`src/cmf_pkg.sv`:
```
`default_nettype none
package cmf_pkg;
  // ----------------------------------------
  // Modes and fan speeds
  // ----------------------------------------
  typedef enum logic [2:0] {M_OFF, M_FAN, M_COOL, M_HP, M_FURN, M_STRIP} cmf_mode_t;
  typedef enum logic [1:0] {F_LOW, F_MED, F_HIGH, F_AUTO} cmf_fan_t;

  // ----------------------------------------
  // Timing
  // ----------------------------------------
  localparam longint unsigned CLK_HZ = 25_000_000;
  localparam longint unsigned FAN_DELAY_S = 5;
  localparam longint unsigned COMP_DELAY_S = 120;
  localparam longint unsigned FLASH_S = 30;
  localparam longint unsigned FAN_CYC = FAN_DELAY_S * CLK_HZ;
  localparam longint unsigned COMP_CYC = COMP_DELAY_S * CLK_HZ;
  localparam longint unsigned FLASH_CYC = FLASH_S * CLK_HZ;

  // ----------------------------------------
  // Set-point
  // ----------------------------------------
  localparam logic [6:0] SETP_MIN = 7'h28;
  localparam logic [6:0] SETP_MAX = 7'h63;
  localparam logic [6:0] SETP_RST = 7'h48;

  // ----------------------------------------
  // Register map
  // ----------------------------------------
  localparam logic [7:0] ADDR_CFG = 8'h00;
  localparam logic [7:0] ADDR_STAT = 8'h04;
  localparam logic [7:0] ADDR_OUT = 8'h08;
  localparam int CFG_HP_BIT = 0;
  localparam int CFG_STRIP_BIT = 1;
  localparam int CFG_FURN_BIT = 2;
  localparam int CFG_NZ_LSB = 4;
  localparam logic [5:0] CFG_RST = 6'h00;

  // ----------------------------------------
  // Pin inputs
  // ----------------------------------------
  localparam int P_PWR = 0;
  localparam int P_MODE = 1;
  localparam int P_FAN = 2;
  localparam int P_UP = 3;
  localparam int P_DOWN = 4;
  localparam int P_ZONE = 5;
  localparam int NPIN = 6;
endpackage : cmf_pkg
`default_nettype wire

```
`src/cmf_climate_seq.sv`:
```
// What this block does
// Power off: outputs idle, buttons ignored
// Mode button steps to next available mode
// Fan button steps low, medium, high, auto
// Heat pump config: cool/fan skip medium
// Fan-only energizes fan after five seconds
// Mode and fan stay displayed until changed
// Up/down change set-point, shown on display
// Cooling waits two minutes before compressor
// Compressor off at set-point, two-minute restart
// Fixed fan runs on, auto follows compressor
// Heat pump mode uses same compressor delays
// Furnace mode keeps fan off
// Furnace mode inhibits compressor
// Heat strip never offers high speed
// Heat strip with heat pump: low, auto
// Strip cycles on set-point, auto fan follows
// Zone button steps zones, per-zone settings
// Selected zone flashes thirty seconds
// Delays counted in clocks, cleared on change
`timescale 1ns/1ps
`default_nettype none
module cmf_climate_seq #(
  parameter int NZ = 4,
  parameter logic [31:0] FAN_CYC = 32'(cmf_pkg::FAN_CYC),
  parameter logic [31:0] COMP_CYC = 32'(cmf_pkg::COMP_CYC),
  parameter logic [31:0] FLASH_CYC = 32'(cmf_pkg::FLASH_CYC)
) (
  input wire logic clock,
  input wire logic rst,
  input wire logic ce,
  input wire logic power_sw,
  input wire logic btn_mode,
  input wire logic btn_fan,
  input wire logic btn_up,
  input wire logic btn_down,
  input wire logic btn_zone,
  input wire logic [NZ*7-1:0] room_temp,
  input wire logic [7:0] addr,
  input wire logic [31:0] wdata,
  input wire logic wr,
  input wire logic rd,
  output logic [31:0] rdata,
  output logic [5:0] disp_mode,
  output logic [3:0] disp_fan,
  output logic [6:0] disp_setp,
  output logic [1:0] disp_zone,
  output logic zone_flash,
  output logic [NZ-1:0] comp_o,
  output logic [NZ-1:0] fan_lo_o,
  output logic [NZ-1:0] fan_med_o,
  output logic [NZ-1:0] fan_hi_o,
  output logic [NZ-1:0] strip_o,
  output logic [NZ-1:0] furn_o
);
  // ----------------------------------------
  // Decoding helpers
  // ----------------------------------------
  function automatic logic mode_ok(cmf_pkg::cmf_mode_t m, logic [5:0] c);
    case (m)
      cmf_pkg::M_HP: mode_ok = c[cmf_pkg::CFG_HP_BIT];
      cmf_pkg::M_FURN: mode_ok = c[cmf_pkg::CFG_FURN_BIT];
      cmf_pkg::M_STRIP: mode_ok = c[cmf_pkg::CFG_STRIP_BIT];
      default: mode_ok = 1'b1;
    endcase
  endfunction : mode_ok

  function automatic logic fan_ok(cmf_pkg::cmf_mode_t m, cmf_pkg::cmf_fan_t f, logic hp);
    if (m == cmf_pkg::M_STRIP) begin
      fan_ok = (f != cmf_pkg::F_HIGH) && !(hp && f == cmf_pkg::F_MED);
    end else if (hp && (m == cmf_pkg::M_FAN || m == cmf_pkg::M_COOL)) begin
      fan_ok = (f != cmf_pkg::F_MED);
    end else begin
      fan_ok = 1'b1;
    end
  endfunction : fan_ok

  function automatic cmf_pkg::cmf_mode_t next_mode(cmf_pkg::cmf_mode_t m, logic [5:0] c);
    cmf_pkg::cmf_mode_t r;
    r = m;
    for (int i = 0; i < 6; i++) begin
      r = (r == cmf_pkg::M_STRIP) ? cmf_pkg::M_OFF : cmf_pkg::cmf_mode_t'(r + 3'h1);
      if (mode_ok(r, c)) break;
    end
    next_mode = r;
  endfunction : next_mode

  function automatic cmf_pkg::cmf_fan_t next_fan(cmf_pkg::cmf_mode_t m, cmf_pkg::cmf_fan_t f,
                                                 logic hp);
    cmf_pkg::cmf_fan_t r;
    r = f;
    for (int i = 0; i < 4; i++) begin
      r = cmf_pkg::cmf_fan_t'(r + 2'h1);
      if (fan_ok(m, r, hp)) break;
    end
    next_fan = r;
  endfunction : next_fan

  // ----------------------------------------
  // Pin synchronisers
  // ----------------------------------------
  logic [cmf_pkg::NPIN-1:0] pins, s1_ff, s2_ff, s3_ff, st_ff, nxt_st, rel;
  logic pwr;
  assign pins = {btn_zone, btn_down, btn_up, btn_fan, btn_mode, power_sw};

  always_comb begin
    // A level counts only once two later stages agree
    nxt_st = st_ff;
    for (int i = 0; i < cmf_pkg::NPIN; i++) begin
      if (s2_ff[i] == s3_ff[i]) nxt_st[i] = s3_ff[i];
    end
    rel = st_ff & ~nxt_st & {{(cmf_pkg::NPIN-1){st_ff[cmf_pkg::P_PWR]}}, 1'b0};
    rel[cmf_pkg::P_PWR] = 1'b0;
  end
  assign pwr = st_ff[cmf_pkg::P_PWR];

  always_ff @(posedge clock) begin
    if (rst) begin
      s1_ff <= '0;
      s2_ff <= '0;
      s3_ff <= '0;
      st_ff <= '0;
    end else if (ce) begin
      s1_ff <= pins;
      s2_ff <= s1_ff;
      s3_ff <= s2_ff;
      st_ff <= nxt_st;
    end
  end

  // ----------------------------------------
  // Register bus
  // ----------------------------------------
  logic [5:0] cfg_ff, nxt_cfg;
  logic [31:0] rdata_ff, nxt_rdata;
  logic cfg_hp;
  logic [1:0] cfg_last;
  assign cfg_hp = cfg_ff[cmf_pkg::CFG_HP_BIT];
  assign cfg_last = cfg_ff[cmf_pkg::CFG_NZ_LSB +: 2];

  // ----------------------------------------
  // Panel state, per zone
  // ----------------------------------------
  cmf_pkg::cmf_mode_t mode_ff [NZ], nxt_mode [NZ];
  cmf_pkg::cmf_fan_t fan_ff [NZ], nxt_fan [NZ];
  logic [6:0] setp_ff [NZ], nxt_setp [NZ];
  logic [NZ-1:0] chg_ff, nxt_chg;
  logic [1:0] zone_ff, nxt_zone;
  logic [31:0] flash_ff, nxt_flash;
  logic [5:0] dmode_ff, nxt_dmode;
  logic [3:0] dfan_ff, nxt_dfan;
  logic [6:0] dsetp_ff, nxt_dsetp;
  logic flash_on_ff, nxt_flash_on;

  always_comb begin
    nxt_cfg = cfg_ff;
    nxt_rdata = '0;
    if (wr && addr == cmf_pkg::ADDR_CFG) nxt_cfg = wdata[5:0];
    if (rd) begin
      case (addr)
        cmf_pkg::ADDR_CFG: nxt_rdata = {26'h0, cfg_ff};
        cmf_pkg::ADDR_STAT: nxt_rdata = {14'h0, setp_ff[zone_ff], 1'b0, fan_ff[zone_ff],
                                         1'b0, mode_ff[zone_ff], flash_on_ff, zone_ff, pwr};
        cmf_pkg::ADDR_OUT: nxt_rdata = {26'h0, furn_o[0], strip_o[0], fan_hi_o[0],
                                        fan_med_o[0], fan_lo_o[0], comp_o[0]};
        default: nxt_rdata = '0;
      endcase
    end
    nxt_mode = mode_ff;
    nxt_fan = fan_ff;
    nxt_setp = setp_ff;
    nxt_chg = '0;
    nxt_zone = zone_ff;
    nxt_flash = (flash_ff != 32'h0) ? flash_ff - 32'h1 : flash_ff;
    if (rel[cmf_pkg::P_ZONE]) begin
      nxt_zone = (zone_ff >= cfg_last) ? 2'h0 : zone_ff + 2'h1;
      nxt_flash = FLASH_CYC;
    end
    if (rel[cmf_pkg::P_MODE]) begin
      nxt_mode[zone_ff] = next_mode(mode_ff[zone_ff], cfg_ff);
      if (!fan_ok(nxt_mode[zone_ff], fan_ff[zone_ff], cfg_hp)) nxt_fan[zone_ff] = cmf_pkg::F_LOW;
      nxt_chg[zone_ff] = 1'b1;
    end
    if (rel[cmf_pkg::P_FAN]) begin
      nxt_fan[zone_ff] = next_fan(mode_ff[zone_ff], fan_ff[zone_ff], cfg_hp);
      nxt_chg[zone_ff] = (mode_ff[zone_ff] == cmf_pkg::M_FAN);
    end
    if (rel[cmf_pkg::P_UP] && setp_ff[zone_ff] < cmf_pkg::SETP_MAX) begin
      nxt_setp[zone_ff] = setp_ff[zone_ff] + 7'h1;
    end
    if (rel[cmf_pkg::P_DOWN] && setp_ff[zone_ff] > cmf_pkg::SETP_MIN) begin
      nxt_setp[zone_ff] = setp_ff[zone_ff] - 7'h1;
    end
    // Display mirrors the selected zone until a press changes it
    nxt_dmode = 6'h01 << nxt_mode[nxt_zone];
    nxt_dfan = 4'h1 << nxt_fan[nxt_zone];
    nxt_dsetp = nxt_setp[nxt_zone];
    nxt_flash_on = (nxt_flash != 32'h0);
  end

  always_ff @(posedge clock) begin
    if (rst) begin
      cfg_ff <= cmf_pkg::CFG_RST;
      rdata_ff <= '0;
      for (int z = 0; z < NZ; z++) begin
        mode_ff[z] <= cmf_pkg::M_OFF;
        fan_ff[z] <= cmf_pkg::F_LOW;
        setp_ff[z] <= cmf_pkg::SETP_RST;
      end
      chg_ff <= '0;
      zone_ff <= 2'h0;
      flash_ff <= '0;
      flash_on_ff <= 1'b0;
      dmode_ff <= 6'h01;
      dfan_ff <= 4'h1;
      dsetp_ff <= cmf_pkg::SETP_RST;
    end else if (ce) begin
      cfg_ff <= nxt_cfg;
      rdata_ff <= nxt_rdata;
      mode_ff <= nxt_mode;
      fan_ff <= nxt_fan;
      setp_ff <= nxt_setp;
      chg_ff <= nxt_chg;
      zone_ff <= nxt_zone;
      flash_ff <= nxt_flash;
      flash_on_ff <= nxt_flash_on;
      dmode_ff <= nxt_dmode;
      dfan_ff <= nxt_dfan;
      dsetp_ff <= nxt_dsetp;
    end
  end

  assign rdata = rdata_ff;
  assign disp_mode = dmode_ff;
  assign disp_fan = dfan_ff;
  assign disp_setp = dsetp_ff;
  assign disp_zone = zone_ff;
  assign zone_flash = flash_on_ff;

  // ----------------------------------------
  // Appliance sequencing, per zone
  // ----------------------------------------
  for (genvar z = 0; z < NZ; z++) begin : zg
    logic [31:0] cnt_ff, nxt_cnt;
    logic comp_ff, nxt_comp;
    logic [4:0] out_ff, nxt_out;
    logic [6:0] temp;
    logic dem, cnt_run, run;
    cmf_pkg::cmf_mode_t md;
    assign temp = room_temp[z*7 +: 7];

    always_comb begin
      md = pwr ? mode_ff[z] : cmf_pkg::M_OFF;
      dem = (md == cmf_pkg::M_COOL) ? (temp > setp_ff[z]) : (temp < setp_ff[z]);
      case (md)
        cmf_pkg::M_FAN: cnt_run = 1'b1;
        cmf_pkg::M_COOL, cmf_pkg::M_HP: cnt_run = dem && !comp_ff;
        default: cnt_run = 1'b0;
      endcase
      // Second and minute delays are counted in plain clocks, no prescaler
      nxt_cnt = cnt_ff;
      if (chg_ff[z] || !cnt_run) begin
        nxt_cnt = '0;
      end else if (cnt_ff != ((md == cmf_pkg::M_FAN) ? FAN_CYC : COMP_CYC)) begin
        nxt_cnt = cnt_ff + 32'h1;
      end
      nxt_comp = 1'b0;
      if ((md == cmf_pkg::M_COOL || md == cmf_pkg::M_HP) && !chg_ff[z] && dem) begin
        nxt_comp = comp_ff || (cnt_ff == COMP_CYC);
      end
      case (md)
        cmf_pkg::M_FAN: run = (cnt_ff == FAN_CYC);
        cmf_pkg::M_COOL, cmf_pkg::M_HP: run = (fan_ff[z] != cmf_pkg::F_AUTO) || nxt_comp;
        cmf_pkg::M_STRIP: run = (fan_ff[z] != cmf_pkg::F_AUTO) || dem;
        default: run = 1'b0;
      endcase
      // Automatic speed runs low; load-based speed is not handled here
      nxt_out = {md == cmf_pkg::M_FURN && dem, md == cmf_pkg::M_STRIP && dem,
                 run && fan_ff[z] == cmf_pkg::F_HIGH, run && fan_ff[z] == cmf_pkg::F_MED,
                 run && (fan_ff[z] == cmf_pkg::F_LOW || fan_ff[z] == cmf_pkg::F_AUTO)};
    end

    always_ff @(posedge clock) begin
      if (rst) begin
        cnt_ff <= '0;
        comp_ff <= 1'b0;
        out_ff <= '0;
      end else if (ce) begin
        cnt_ff <= nxt_cnt;
        comp_ff <= nxt_comp;
        out_ff <= nxt_out;
      end
    end

    assign comp_o[z] = comp_ff;
    assign {furn_o[z], strip_o[z], fan_hi_o[z], fan_med_o[z], fan_lo_o[z]} = out_ff;
  end
endmodule : cmf_climate_seq
`default_nettype wire

```
`config.mk`:
```
export PLATFORM = sky130hd
export DESIGN_NAME = cmf_climate_seq
export DESIGN_NICKNAME = d
export VERILOG_FILES = /design/src/cmf_pkg.sv /design/src/cmf_climate_seq.sv
export SDC_FILE = /design/constraint.sdc
export NUM_CORES = 1
export LEC_CHECK = 0
export ABC_AREA = 0
export BUFFER_PORTS_ARGS = -buffer_cell sky130_fd_sc_hd__buf_2
export CAP_MARGIN = 20
export CELL_PAD_IN_SITES_DETAIL_PLACEMENT = 1
export CELL_PAD_IN_SITES_GLOBAL_PLACEMENT = 1
export CORE_MARGIN = 2
export CORE_UTILIZATION = 35
export DETAILED_ROUTE_END_ITERATION = 10
export PLACE_DENSITY = 0.63
export REMOVE_ABC_BUFFERS = 1
export SETUP_SLACK_MARGIN = 0.1
export SYNTH_ARGS = -nofsm -noshare
export SYNTH_HDL_FRONTEND = slang
export SYNTH_SLANG_ARGS = --single-unit
```
`constraint.sdc`:
```
create_clock -name clock -period 7.35 [get_ports clock]
set_clock_uncertainty 0.15 [all_clocks]
set_input_delay 0 -clock clock [delete_from_list [all_inputs] [get_ports clock]]
set_output_delay 0 -clock clock [all_outputs]
set_load 0.02 [all_outputs]
```
=== Yosys cells after proc, flatten, opt, wreduce, memory -nomap -nowiden ===
Index checks and enable logic that the tools add are counted.
W data, S select, Z words.

* Input bits: 79
* Memories: 0
* Register bits: 318
* Memory bits (writable): 0
* Word-level logic and storage cells: 444
* Bits in read-only memories: 0
* Bits in latches: 0

* Reductions and logical operators: 109
* Bitwise logic cells: 7
* Order comparisons: 16
* Add/sub/neg operators: 18
* Shift-type cells: 2
* $mul: 0
* Divide/modulo/power cells: 0
* Mux-type cells: 166
* Equal/unequal tests: 89

{| class="wikitable"
|+ Operator list
! operator !! count
|-
| $mux W32 || 14
|-
| $add A32 B1 Y32 const B || 4
|-
| $eq A32 B27 Y1 const B || 4
|-
| $eq A32 B32 Y1 const B || 4
|-
| $ne A32 B32 Y1 || 4
|-
| $mux W1 || 74
|-
| $mux W3 || 23
|-
| $reduce_bool A32 Y1 || 2
|-
| $eq A3 B3 Y1 const B || 20
|-
| $bwmux W28 || 2
|-
| $mux W28 || 2
|-
| $pmux W18 S3 || 1
|-
| $logic_and A1 B1 Y1 || 47
|-
| $eq A3 B2 Y1 const B || 15
|-
| $mux W7 || 5
|-
| $sub A32 B1 Y32 const B || 1
|-
| $bmux W7 S2 || 2
|-
| $gt A7 B7 Y1 || 4
|-
| $lt A7 B7 Y1 || 4
|-
| $pmux W1 S3 || 9
|-
| $logic_or A1 B1 Y1 || 26
|-
| $mux W8 || 3
|-
| $mux W2 || 11
|-
| $add A3 B1 Y3 const B || 6
|-
| other kinds (44) || 120
|}

=== Logic depth before layout (Yosys ltp) ===
Gate-level depths: netlist of the first run.

* Depth in word-level cells: 67
* Gate-level depth with buffers: 25

=== Worst setup path before layout of the first run ===
Ideal clock, no wire load.

* Path type: flip-flop to flip-flop
* From: reg zone_ff[0] (netlist: disp_zone[0])
* To: reg dfan_ff[0] (netlist: disp_fan[0])
* Setup slack: 1381 ps
* Library setup time: 122 ps
* Period minus slack after synthesis: 5969 ps
* Cell stages (with the launch flop): 24
* Buffers on the path: 3
* Data arrival time: 5697 ps
* Cells stage by stage: dfxtp_1 -> buf_6 -> mux4_2 -> nor2b_2 -> a21oi_1 -> ha_1 -> clkbuf_1 -> a21oi_1 -> inv_1 -> ha_1 -> clkbuf_1 -> a21oi_1 -> inv_1 -> ha_1 -> o311a_1 -> or3_1 -> a311oi_1 -> o21ai_2 -> xor2_2 -> a211oi_2 -> o211a_1 -> o31ai_2 -> a21oi_1 -> a221o_1

* Longest elaborated chain between the ends: 51

{| class="wikitable"
|+ RTL lines
! item !! RTL line !! RTL
|-
| start, declared || cmf_climate_seq.sv:148 || <nowiki>logic [1:0] zone_ff, nxt_zone;</nowiki>
|-
| start signal, assigned || cmf_climate_seq.sv:224 || <nowiki>zone_ff <= nxt_zone;</nowiki>
|-
| $not A2 Y3 (not written as such) || cmf_climate_seq.sv:180, cmf_climate_seq.sv:181, cmf_climate_seq.sv:185 ||
|-
| $bmux W3 S2 || cmf_climate_seq.sv:180, cmf_climate_seq.sv:185 ||
|-
| $mux W3 (not written as such) (2 in series) || cmf_climate_seq.sv:180, cmf_climate_seq.sv:185 ||
|-
| $add A3 B1 Y3 or $eq A3 B3 Y1 (tied branches) || -- ||
|-
| $mux W3 || cmf_climate_seq.sv:82 || <nowiki>r = (r == cmf_pkg::M_STRIP) ? cmf_pkg::M_OFF : cmf_pkg::cmf_mode_t'(r + 3'h1);</nowiki>
|-
| $add A3 B1 Y3 or $eq A3 B3 Y1 (tied branches) || cmf_climate_seq.sv:82, cmf_climate_seq.sv:60 ||
|-
| $mux W3 || cmf_climate_seq.sv:82 ||
|-
| $add A3 B1 Y3 or $eq A3 B3 Y1 (tied branches) || cmf_climate_seq.sv:82, cmf_climate_seq.sv:60 ||
|-
| (+33 left out) || -- ||
|-
| $mux W1 || cmf_climate_seq.sv:179 || <nowiki>if (rel[cmf_pkg::P_MODE]) begin</nowiki>
|-
| $mux W8 || cmf_climate_seq.sv:181 || <nowiki>if (!fan_ok(nxt_mode[zone_ff], fan_ff[zone_ff], cfg_hp)) nxt_fan[zone_ff] = cmf_pkg::F_LOW;</nowiki>
|-
| $mux W8 || cmf_climate_seq.sv:179 ||
|-
| $bwmux W8 || cmf_climate_seq.sv:185 || <nowiki>nxt_fan[zone_ff] = next_fan(mode_ff[zone_ff], fan_ff[zone_ff], cfg_hp);</nowiki>
|-
| $mux W8 || cmf_climate_seq.sv:184 || <nowiki>if (rel[cmf_pkg::P_FAN]) begin</nowiki>
|-
| $bmux W2 S2 * || cmf_climate_seq.sv:196 || <nowiki>nxt_dfan = 4'h1 << nxt_fan[nxt_zone];</nowiki>
|-
| $mux W2 (not written as such) * (2 in series) || cmf_climate_seq.sv:196 ||
|-
| $shl A1 B2 Y4 * || cmf_climate_seq.sv:196 ||
|-
| end signal, assigned || cmf_climate_seq.sv:228 || <nowiki>dfan_ff <= nxt_dfan;</nowiki>
|-
| end, declared || cmf_climate_seq.sv:151 || <nowiki>logic [3:0] dfan_ff, nxt_dfan;</nowiki>
|}

Every way passes the cells marked *; elsewhere a longest branch is shown, timed or not. The select of a mux whose other input is x is not followed.
A chain may end at the register's enable or synchronous reset.

=== Worst setup path in the final report of the first run ===
Ends and elaborated chain as after synthesis.

==> results.sh, run 1 <==
export IMPL_clk_insertion_delay_late_ns=0.57
export IMPL_crit_end="disp_fan[0]"
export IMPL_timing_hold_worst_path_depth=4
export IMPL_worst_r2r_setup_slack_ns=0.87
export IMPL_num_fill_cells=6280
export IMPL_die_footprint_um2=54500
export IMPL_synth_warning_count=0
export IMPL_most_common_library_cell_in_the_layout_ignoring_fill_and_taps="dfxtp_1"
export IMPL_worst_r2r_src="disp_zone[0]"
export IMPL_netlist_area_before_placement_um2=18400
export IMPL_ys_async_sr_fraction_pct=0
export IMPL_fin_util_pct=40.3
export IMPL_final_setup_tns_ns=0
export IMPL_diodes=0
export IMPL_syn_instance_count=2351
export IMPL_worst_setup_path_end_kind="register"
export IMPL_grt_ovfl_total=0
export IMPL_clockBufferDepth=3
export IMPL_crit_chain="mux4_2, nor2b_1, a21oi_1, ha_1, a21oi_1, inv_1, ha_1, a21oi_1, inv_1, ha_1, inv_1, a2111oi_0, or3_1, a311oi_1, o21ai_2, xor2_2, a211oi_2, o211a_1, o31ai_2, a21oi_1, a221o_1"
export IMPL_post_synth_num_cell_types=94
export IMPL_yosysSeqAreaShare_pct=32.8
export IMPL_num_rows=84
export IMPL_worstReg2RegEnd="disp_fan[0]"
export IMPL_route_detailed_wl_per_inst_um=20.6
export IMPL_residual_antenna_violating_net_count_after_detailed_routing=0
export IMPL_worst_setup_path_start="disp_zone[0]"
export IMPL_totalWireLength_um=64500
export IMPL_setup_viol=0
export IMPL_crit_type="reg2reg"
export IMPL_met1Wirelength_um=29900
export IMPL_drtIter0Drc=900
export IMPL_synth_flop_cell="dfxtp_1"
export IMPL_place_port_buffers=112
export IMPL_tightest_slew_ns=1.13
export IMPL_placed_cell_area_um2=19500
export IMPL_status="complete, no violations"
export IMPL_power_density_nw_per_um2=238
export IMPL_grt_antenna_before_repair=2
export IMPL_max_vdd_ir_drop_mv=0.154
export IMPL_dpl_cell_count=3025
export IMPL_cp_slowest_stage_delay_ns=0.71
export IMPL_firstDrtPassIters=5
export IMPL_report_final_slew_viol_count=0
export IMPL_pin_count_of_the_biggest_net_entering_global_routing=70
export IMPL_final_design_area_excluding_fillers_um2=21100
export IMPL_dieWidth_um=233
export IMPL_vias_per_cell=5.80
export IMPL_synth_area_per_cell_um2=7.84
export IMPL_fp_dieH_um=233
export IMPL_timing_critical_path_from_type="register"
export IMPL_highest_routing_layer_actually_used="met5"
export IMPL_fraction_of_layout_cells_with_a_size_suffix_above_1_pct=10.8
export IMPL_critical_path_peak_fanout=15
export IMPL_timing_limited_maximum_frequency_mhz=154
export IMPL_flow_area_growth_from_synthesis_pct=14.6
export IMPL_grt_use_total_pct=23.6
export IMPL_vias_in_the_first_global_route=18227
export IMPL_synth_ff_latch_count=302
export IMPL_final_hold_violation_count=0
export IMPL_tritoncts="built"
export IMPL_multiInputGateArea_um2=11400
export IMPL_final_seq_area_um2=6050
export IMPL_vias=18154
export IMPL_cts_inserted_buffers=39
export IMPL_drt_drc_violations_left=0
export IMPL_worstRegToRegCells=21
export IMPL_finalWorstPathRequiredPeriod_ns=6.48
export IMPL_grt_setup_unrepaired="false"
export IMPL_tritoncts_num_sinks=302
export IMPL_relSlewSlack_pct=23.6
export IMPL_crit_top_cell="a21oi_1"
export IMPL_critPathRequiredTime_ns=7.64
export IMPL_final_estimated_routing_congestion_in_global_placement=0.850
export IMPL_route_met2_wl_um=29600
export IMPL_worst_path_max_delay_cell="mux4_2"
export IMPL_power_static_leakage_nw=7.75
export IMPL_worst_hold_path_type="in2reg"
export IMPL_final_cell_count_no_fill=3130
export IMPL_cts_htree_levels=2
export IMPL_clkTransAtPathRegs_ns=0.06
export IMPL_io_pins=155
export IMPL_worstPathArrival_ns=6.77
export IMPL_dr_wl_met3_um=2620
export IMPL_synth_edff_count=0
export IMPL_coreArea_um2=52300
export IMPL_fin_total_pwr_mw=5.02
export IMPL_grt_pass1_wl_um=102000
export IMPL_final_net_count=2559
export IMPL_drv_max_cap_violation_count=0
export IMPL_dp_hpwl_um=46300
export IMPL_most_common_layout_cells="dfxtp_1, nor2_1, nand2_1, a21oi_1, o21ai_0"
export IMPL_post_cts_setup_buffer_count=0
export IMPL_ctsRootBufferMaster="clkbuf_16"
export IMPL_part_of_the_cycle_the_worst_path_needs_pct=88.2
export IMPL_initial_utilization_pct=35.2
## power by group
group | switching [mW] | internal, mW
clock network | 0.786 | 1.17
logic | 0.762 | 0.439
registers | 0.128 | 1.73
## worst max-delay path, delay by kind of cell (launching register included)
kind            cells  cell delay [ns]
compound gates     11             2.77
flops               1             0.49
simple gates        2             0.43
xor+xnor            1             0.42
mux                 1             0.71
fa+ha+maj           3             1.12
buf+inv             3             0.24
## registers in the layout, indices dropped and copies added (netlist names), 7 cells and up, named ones only
register,flops
fan_ff,8
mode_ff,12
zg.cnt_ff,128
rdata,16
zg.out_ff,20
disp_setp,7
setp_ff,28
flash_ff,32
## cell usage after synthesis, drive strengths merged (9+ instances only)
| cell type | n | area [µm²] |
|---|---|---|
| xnor2 | 25 | 219 |
| a32o | 11 | 110 |
| a22oi | 21 | 158 |
| a211oi | 33 | 253 |
| inv | 89 | 334 |
| and3 | 41 | 257 |
| nand2b | 22 | 138 |
| o21ai | 126 | 634 |
| or4 | 47 | 353 |
| a311oi | 18 | 158 |
| or3 | 49 | 307 |
| nor4 | 39 | 244 |
| o31ai | 38 | 290 |
| and2 | 20 | 125 |
| nor4b | 9 | 78.8 |
| or2 | 12 | 75.1 |
| and4 | 9 | 78.8 |
| dfxtp | 302 | 6050 |
| nand2 | 202 | 758 |
| nand4 | 43 | 269 |
| a21o | 11 | 82.6 |
| a21oi | 185 | 941 |
| nor2b | 20 | 128 |
| nor2 | 251 | 945 |
| buf | 44 | 275 |
| o21a | 27 | 210 |
| nor3 | 51 | 267 |
| o211ai | 39 | 293 |
| xor2 | 37 | 332 |
| mux4 | 12 | 270 |
| nand3 | 108 | 541 |
| ha | 66 | 826 |
| a2111oi | 9 | 97.6 |
| a31oi | 19 | 119 |
| clkbuf | 132 | 495 |
| mux2i | 69 | 691 |
## worst min path at each step
stage             start       end  slack (ns)
6_report         btn_up  s1_ff[3]        0.08
2_1_floorplan       rst  register       -0.08
3_3_place_gp   btn_zone  s1_ff[5]        0.09
5_1_grt        btn_mode  s1_ff[1]        0.13
3_5_place_dp   btn_down  s1_ff[4]         0.1
4_1_cts          btn_up  s1_ff[3]        0.05
## cell families after synthesis
group | Yosys count | synth area share (%)
simple gates | 961 | 26.6
fa+ha+maj | 66 | 4.48
flops | 302 | 32.8
buf+inv | 267 | 6.04
compound gates | 604 | 21.4
mux | 88 | 5.64
xor+xnor | 62 | 2.99
other cells | 1 | 0.0204
## final cells by class
type                            instances  area share [%]
Tap cell                              688            4.08
Multi-Input combinational cell       1797            53.8
Sequential cell                       302            28.6
Clock buffer                           59            5.55
Inverter                               91            1.62
Clock inverter                         10           0.557
Timing Repair Buffer                  183            5.78
## routing by layer
metal / track usage, % / vias to the layer above
met3: 3.76 / 126
met5: 0 / -
li1: - / 8713
met1: 31.2 / 8981
met2: 38.5 / 330
met4: 9.34 / 4
## through the flow
step	worst slack (ns)	hold WS, ns
6_report	0.870	0.0822
5_1_grt	0.317	0.131
4_1_cts	0.858	0.0549
3_5_place_dp	0.911	0.0968
3_3_place_gp	0.999	0.0889
2_1_floorplan	0.695	-0.0809
## repair_timing
item                                   4_1_cts  5_1_grt
gates resized for setup                      0        0
hold buffers                                34        0
endpoints found under the hold margin       90        0
Note: power is estimated with default switching activity, not from simulation.
==> run 2, diff against run 1 <==
Settings changed: ABC_AREA 0 to 1, CTS_CLUSTER_DIAMETER set to 100, PLACE_DENSITY 0.63 to 0.66.
==> run 2 against run 1 <==
  * Global-route usage is 0.63 points higher
  * Clock power is 5% higher
  * Setup slack better by 0.33 ns
  * Clock-buffer cell count is 4 higher
  * Total power is 9.7% lower
  * Sequential power is 6% lower
  * Area after synthesis is 0.88% higher
  * Worst hold slack worse by 0.039 ns
  * Non-clock buffer count is 21 lower
  * Critical endpoint is now disp_fan[1]
  * Highest routed layer unchanged
==> results.sh, run 2 <==
export IMPL_status="complete, no violations"
export IMPL_dp_hpwl_um=50000
export IMPL_fp_dieH_um=234
export IMPL_cts_htree_levels=2
export IMPL_tightest_slew_ns=1.06
export IMPL_resized_after_cts=0
export IMPL_clockBufferDepth=3
export IMPL_worst_r2r_src="disp_zone[0]"
export IMPL_cellInternalPower_mw=3.19
export IMPL_worst_path_max_delay_cell="dfxtp_2"
export IMPL_grt_pass1_wl_um=108000
export IMPL_syn_instance_count=2856
export IMPL_post_cts_setup_buffer_count=0
export IMPL_ctsRootBufferMaster="clkbuf_16"
export IMPL_cts_inserted_buffers=40
export IMPL_finalWorstPathRequiredPeriod_ns=6.15
export IMPL_grt_antenna_before_repair=2
export IMPL_final_hold_violation_count=0
export IMPL_synth_ff_latch_count=302
export IMPL_clock_power_share_pct=45.5
export IMPL_vias=19721
export IMPL_synthMostInstantiatedCell="nand2_1"
export IMPL_synth_area_leaders="dfxtp_1, nand2_1, a21oi_1, inv_1, o21ai_0"
export IMPL_fraction_of_layout_cells_with_a_size_suffix_above_1_pct=9.05
export IMPL_ys_async_sr_fraction_pct=0
export IMPL_synth_area_leader_cell="dfxtp_1"
export IMPL_reg_largest_list="zg.cnt_ff x128, flash_ff x32, setp_ff x28"
export IMPL_residual_antenna_violating_net_count_after_detailed_routing=0
export IMPL_synth_cells_most_frequent="nand2_1, inv_1, a21oi_1"
export IMPL_final_cell_count_no_fill=3681
export IMPL_vias_per_cell=5.36
export IMPL_final_estimated_routing_congestion_in_global_placement=0.921
export IMPL_power_switching_fraction_pct=29.6
export IMPL_drt_drc_violations_left=0
export IMPL_yosysSeqAreaShare_pct=32.5
export IMPL_synth_warning_count=0
export IMPL_timing_limited_maximum_frequency_mhz=163
export IMPL_report_final_slew_viol_count=0
export IMPL_vias_in_the_first_global_route=20156
export IMPL_netlist_area_before_placement_um2=18600
export IMPL_tritoncts_num_sinks=302
export IMPL_worst_hold_path_type="in2reg"
export IMPL_drtIter0Drc=964
export IMPL_most_common_layout_cells="nand2_1, inv_1, a21oi_1, dfxtp_1, nor2_1"
export IMPL_fin_total_pwr_mw=4.53
export IMPL_worst_setup_path_end_kind="register"
export IMPL_worst_setup_path_start="disp_zone[0]"
export IMPL_power_static_leakage_nw=8.65
export IMPL_path_delay_family="simple AND/OR/NAND/NOR gates"
export IMPL_critical_path_peak_fanout=27
export IMPL_tritoncts="built"
export IMPL_cp_slowest_stage_delay_ns=0.70
export IMPL_worstPathArrival_ns=6.50
export IMPL_flow_area_growth_from_synthesis_pct=15.1
export IMPL_crit_top_cell="nand2_1"
export IMPL_die_footprint_um2=55000
export IMPL_top_register="zg.cnt_ff"
export IMPL_part_of_the_cycle_the_worst_path_needs_pct=83.7
export IMPL_synth_flop_cell="dfxtp_1"
export IMPL_diodes=0
export IMPL_dpl_cell_count=3571
export IMPL_most_common_library_cell_in_the_layout_ignoring_fill_and_taps="nand2_1"
export IMPL_route_detailed_wl_per_inst_um=18.1
export IMPL_cp_buffers_inverters=7
export IMPL_setup_viol=0
export IMPL_dieWidth_um=234
export IMPL_synth_edff_count=0
export IMPL_relSlewSlack_pct=29.5
export IMPL_post_synth_num_cell_types=70
export IMPL_totalWireLength_um=66700
export IMPL_final_net_count=3108
export IMPL_io_pins=155
export IMPL_final_setup_tns_ns=0
export IMPL_clkTransAtPathRegs_ns=0.06
export IMPL_coreArea_um2=52600
export IMPL_grt_ovfl_total=0
export IMPL_crit_type="reg2reg"
export IMPL_initial_utilization_pct=35.4
export IMPL_grt_setup_unrepaired="false"
export IMPL_comb_power_share_pct=16.0
export IMPL_min_from="addr[0]"
export IMPL_pin_count_of_the_biggest_net_entering_global_routing=109
export IMPL_synth_largest_type_area_fraction_pct=32.5
export IMPL_timing_critical_path_from_type="register"
export IMPL_power_share_sequential_pct=38.5
export IMPL_synth_area_per_cell_um2=6.51
export IMPL_firstDrtPassIters=5
export IMPL_power_density_nw_per_um2=212
export IMPL_clk_insertion_delay_late_ns=0.58
export IMPL_grt_use_total_pct=24.2
export IMPL_num_rows=84
export IMPL_drv_max_cap_violation_count=0
export IMPL_fin_util_pct=40.7
export IMPL_largest_reg_flops=128
export IMPL_net_switching_power_mw=1.34
export IMPL_critPathRequiredTime_ns=7.69
export IMPL_max_vdd_ir_drop_mv=0.163
export IMPL_place_port_buffers=112
-- run 2: cell type report --
type                       count  area, µm²
fill                        6870      31200
multi-input combinational   2025      10400
sequential                   302       6050
inverter                     432       1640
clock buffer                  63       1220
timing repair buffer         162       1040
tap                          688        861
clock inverter                 9        159
-- run 2: power groups by stage --
stage,combinational (mW),sequential (mW),clock (mW)
after CTS,0.724,1.74,2.12
final,0.724,1.74,2.06
after floorplan,0.471,1.77,0
after global routing,0.818,1.75,2.18
after detailed placement,0.708,1.78,0
after global placement,0.686,1.78,0
-- run 2: worst paths after layout --
kind | end | slack, ns | cells past startpoint
worst max-delay path | disp_fan[1] | 1.20 | 40
worst min-delay path | rdata[2] | 0.04 | 6
worst max register to register | disp_fan[1] | 1.20 | 40
worst min register to register | s3_ff[2] | 0.31 | 2
-- run 2: repair_timing --
action                                  CTS  global route
endpoints found under the setup margin    0             0
hold buffers                             38             0
endpoints found under the hold margin    60             0
-- run 2: logic make-up (layout without fill, tap and decap cells) --
group / count (synthesis) / after routing / share of synthesized area, %
flops: 302 / 302 / 32.5
fa+ha+maj: 66 / 66 / 4.44
simple gates: 1200 / 1200 / 28.8
other cells: 1 / 16 / 0.0202
compound gates: 727 / 727 / 21.7
mux: 2 / 2 / 0.108
buf+inv: 544 / 666 / 11.7
xor+xnor: 14 / 14 / 0.660
-- run 2: worst reg2reg max path: cells and delay by family, from the launching register on --
family                   cells  cell delay (ns)
flip-flops                   1             0.70
AND/OR/NAND/NOR             27             2.70
AO/OA/AOI/OAI                3             0.54
buffers and inverters        7             0.99
adder cells (fa/ha/maj)      3             1.02
-- run 2: stage by stage --
| stage | instance area, µm² | hold WS [ns] | setup WS [ns] |
|---|---|---|---|
| 2_1_floorplan | 18100 | -0.0809 | 1.76 |
| 5_1_grt | 21400 | 0.0570 | 0.593 |
| 6_report | 21400 | 0.0429 | 1.20 |
| 4_1_cts | 21400 | 0.000838 | 1.26 |
| 3_5_place_dp | 19600 | 0.0845 | 1.30 |
| 3_3_place_gp | 19600 | 0.0720 | 1.50 |
-- run 2: metal layers --
metal,track usage (%),up-vias,wire [µm]
li1,-,9765,-
met1,31.3,9561,31000
met3,2.76,96,2270
met2,42.7,297,31900
met5,0,-,13
met4,6.47,2,1460
==> run 3, diff against run 2 <==
Settings changed: ABC_AREA 1 to 0, PLACE_DENSITY 0.66 to 0.63.
Clock period 7.35 ns to 5.9 ns, I/O delays scaled along.
==> run 3 against run 2 <==
  * Die area is 0.86% lower
  * Combinational power is 110% higher
  * Sequential share of layout area hardly changed
  * Fmax is 10% higher
  * Via count is 8.1% lower
  * Global-route usage is 0.84 points lower
  * Critical path type unchanged
==> results.sh, run 3 (synthesis results as in run 1) <==
export IMPL_place_port_buffers=112
export IMPL_vias_in_the_first_global_route=18327
export IMPL_final_net_count=2591
export IMPL_grt_ovfl_total=0
export IMPL_io_pins=155
export IMPL_timing_limited_maximum_frequency_mhz=179
export IMPL_cts_htree_levels=2
export IMPL_fin_total_pwr_mw=6.14
export IMPL_power_switching_fraction_pct=33.8
export IMPL_dp_hpwl_um=46000
export IMPL_tritoncts="built"
export IMPL_setup_viol=0
export IMPL_fp_dieH_um=233
export IMPL_worst_hold_path_type="in2reg"
export IMPL_top_register="zg.cnt_ff"
export IMPL_clock_power_share_pct=37.8
export IMPL_flow_area_growth_from_synthesis_pct=16.1
export IMPL_drtIter0Drc=1011
export IMPL_drt_drc_violations_left=0
export IMPL_final_hold_violation_count=0
export IMPL_coreArea_um2=52300
export IMPL_grt_antenna_before_repair=2
export IMPL_initial_utilization_pct=35.2
export IMPL_worst_setup_path_end_kind="register"
export IMPL_totalWireLength_um=64100
export IMPL_hold_ws_ns=0.0465
export IMPL_final_estimated_routing_congestion_in_global_placement=0.854
export IMPL_power_static_leakage_nw=7.93
export IMPL_cellInternalPower_mw=4.07
export IMPL_ctsRootBufferMaster="clkbuf_16"
export IMPL_worstPathArrival_ns=5.88
export IMPL_dieWidth_um=233
export IMPL_critPathRequiredTime_ns=6.19
export IMPL_power_share_sequential_pct=37.7
export IMPL_clk_insertion_delay_late_ns=0.56
export IMPL_grt_setup_unrepaired="false"
export IMPL_vias_per_cell=5.73
export IMPL_finalWorstPathRequiredPeriod_ns=5.59
export IMPL_postLayoutSetupSlackWorst_ns=0.309
export IMPL_max_vdd_ir_drop_mv=0.165
export IMPL_drv_max_cap_violation_count=0
export IMPL_largest_reg_flops=128
export IMPL_part_of_the_cycle_the_worst_path_needs_pct=94.8
export IMPL_tightest_slew_ns=1.04
export IMPL_reg_largest_list="zg.cnt_ff x128, flash_ff x32, setp_ff x28"
export IMPL_fraction_of_layout_cells_with_a_size_suffix_above_1_pct=12.1
export IMPL_power_density_nw_per_um2=287
export IMPL_final_design_area_excluding_fillers_um2=21400
export IMPL_placed_cell_area_um2=19600
export IMPL_num_rows=84
export IMPL_grt_use_total_pct=23.4
export IMPL_clkTransAtPathRegs_ns=0.06
export IMPL_residual_antenna_violating_net_count_after_detailed_routing=0
export IMPL_fin_util_pct=40.9
export IMPL_report_final_slew_viol_count=0
export IMPL_tritoncts_num_sinks=302
export IMPL_most_common_library_cell_in_the_layout_ignoring_fill_and_taps="dfxtp_1"
export IMPL_die_footprint_um2=54500
export IMPL_pin_count_of_the_biggest_net_entering_global_routing=100
export IMPL_route_detailed_wl_per_inst_um=20.3
export IMPL_crit_type="reg2reg"
export IMPL_critical_path_peak_fanout=6
export IMPL_clockBufferDepth=3
export IMPL_relSlewSlack_pct=29.8
export IMPL_net_switching_power_mw=2.08
export IMPL_cts_inserted_buffers=38
export IMPL_most_common_layout_cells="dfxtp_1, nor2_1, nand2_1, a21oi_1, o21ai_0"
export IMPL_vias=18130
export IMPL_grt_pass1_wl_um=102000
export IMPL_dp_slack_ns=-0.128
export IMPL_firstDrtPassIters=4
export IMPL_status="complete, no violations"
export IMPL_timing_critical_path_from_type="register"
export IMPL_comb_power_share_pct=24.5
-- run 3: cell types whose count changed in the layout (fill, tap and decap cells not counted), moves of 35 or more --
| cell | before | now |
|---|---|---|
| nor3_1 | 92 | 50 |
| buf_4 | 14 | 56 |
| or3_1 | 0 | 49 |
| o21ai_0 | 265 | 119 |
| inv_1 | 416 | 88 |
| or4_1 | 3 | 47 |
| a21oi_1 | 323 | 179 |
| nand2_1 | 495 | 202 |
| and3_1 | 3 | 41 |
| nor2_1 | 285 | 250 |
| mux2i_1 | 2 | 69 |
| nand3_1 | 156 | 108 |
-- run 3: per-stage QoR --
step           std cells  setup TNS (ns)
2_1_floorplan       2190           -9.01
3_3_place_gp        3041               0
3_5_place_dp        3044          -0.871
4_1_cts             3157               0
5_1_grt             3163               0
6_report            3163               0
-- run 3: what timing repair did --
item | CTS | global route
hold buffers | 42 | 0
endpoints found under the setup margin | 14 | 18
cloned | 0 | 0
pin swaps | 2 | 2
endpoints found under the hold margin | 107 | 0
buffers inserted | 3 | 2
resized for setup | 3 | 9
-- run 3: final cells by class --
type                       instances  area [µm²]
tap                              688         861
antenna                            1        2.50
inverter                          91         342
multi-input combinational       1797       11400
sequential                       302        6050
fill                            6293       30900
clock inverter                    15         109
clock buffer                      53        1110
timing repair buffer             216        1520
-- run 3: critical path, stage by stage (launching register included) --
cell	delay, ns
dfxtp_4	0.40
mux4_2	0.58
nor2b_2	0.22
a21oi_2	0.17
ha_1	0.29
a21oi_2	0.15
inv_1	0.06
ha_1	0.33
a21oi_2	0.15
inv_1	0.06
ha_1	0.36
o311a_1	0.32
or3_1	0.39
a311oi_2	0.26
o21ai_2	0.13
xor2_2	0.21
a211oi_4	0.28
a2111oi_4	0.10
buf_4	0.16
o31ai_4	0.26
a21oi_1	0.10
a221o_1	0.33
-- run 3: final timing paths --
| kind | start | endpoint | slack, ns | depth (start not counted) |
|---|---|---|---|---|
| max | disp_zone[0] | disp_fan[0] | 0.31 | 21 |
| min | room_temp[13] | zg[1].out_ff[4] | 0.05 | 7 |
| max reg2reg | disp_zone[0] | disp_fan[0] | 0.31 | 21 |
| min reg2reg | disp_setp[0] | disp_setp[0] | 0.31 | 2 |
-- run 3: power groups by stage --
stage | logic (mW) | clock network, mW | registers (mW)
CTS | 1.50 | 2.40 | 2.31
floorplan | 1.04 | 0 | 2.32
global placement | 1.42 | 0 | 2.35
finish | 1.51 | 2.32 | 2.32
global route | 1.69 | 2.47 | 2.34
detailed placement | 1.47 | 0 | 2.35
-- run 3: per-layer routing --
metal  track usage, %  vias to the layer above  share of wire, %
met1             31.5                     8961                47
met3             3.80                       96               3.8
met4             6.53                        2               2.7
li1                 -                     8784                 -
met5                0                        -             0.023
met2             38.6                      287                46
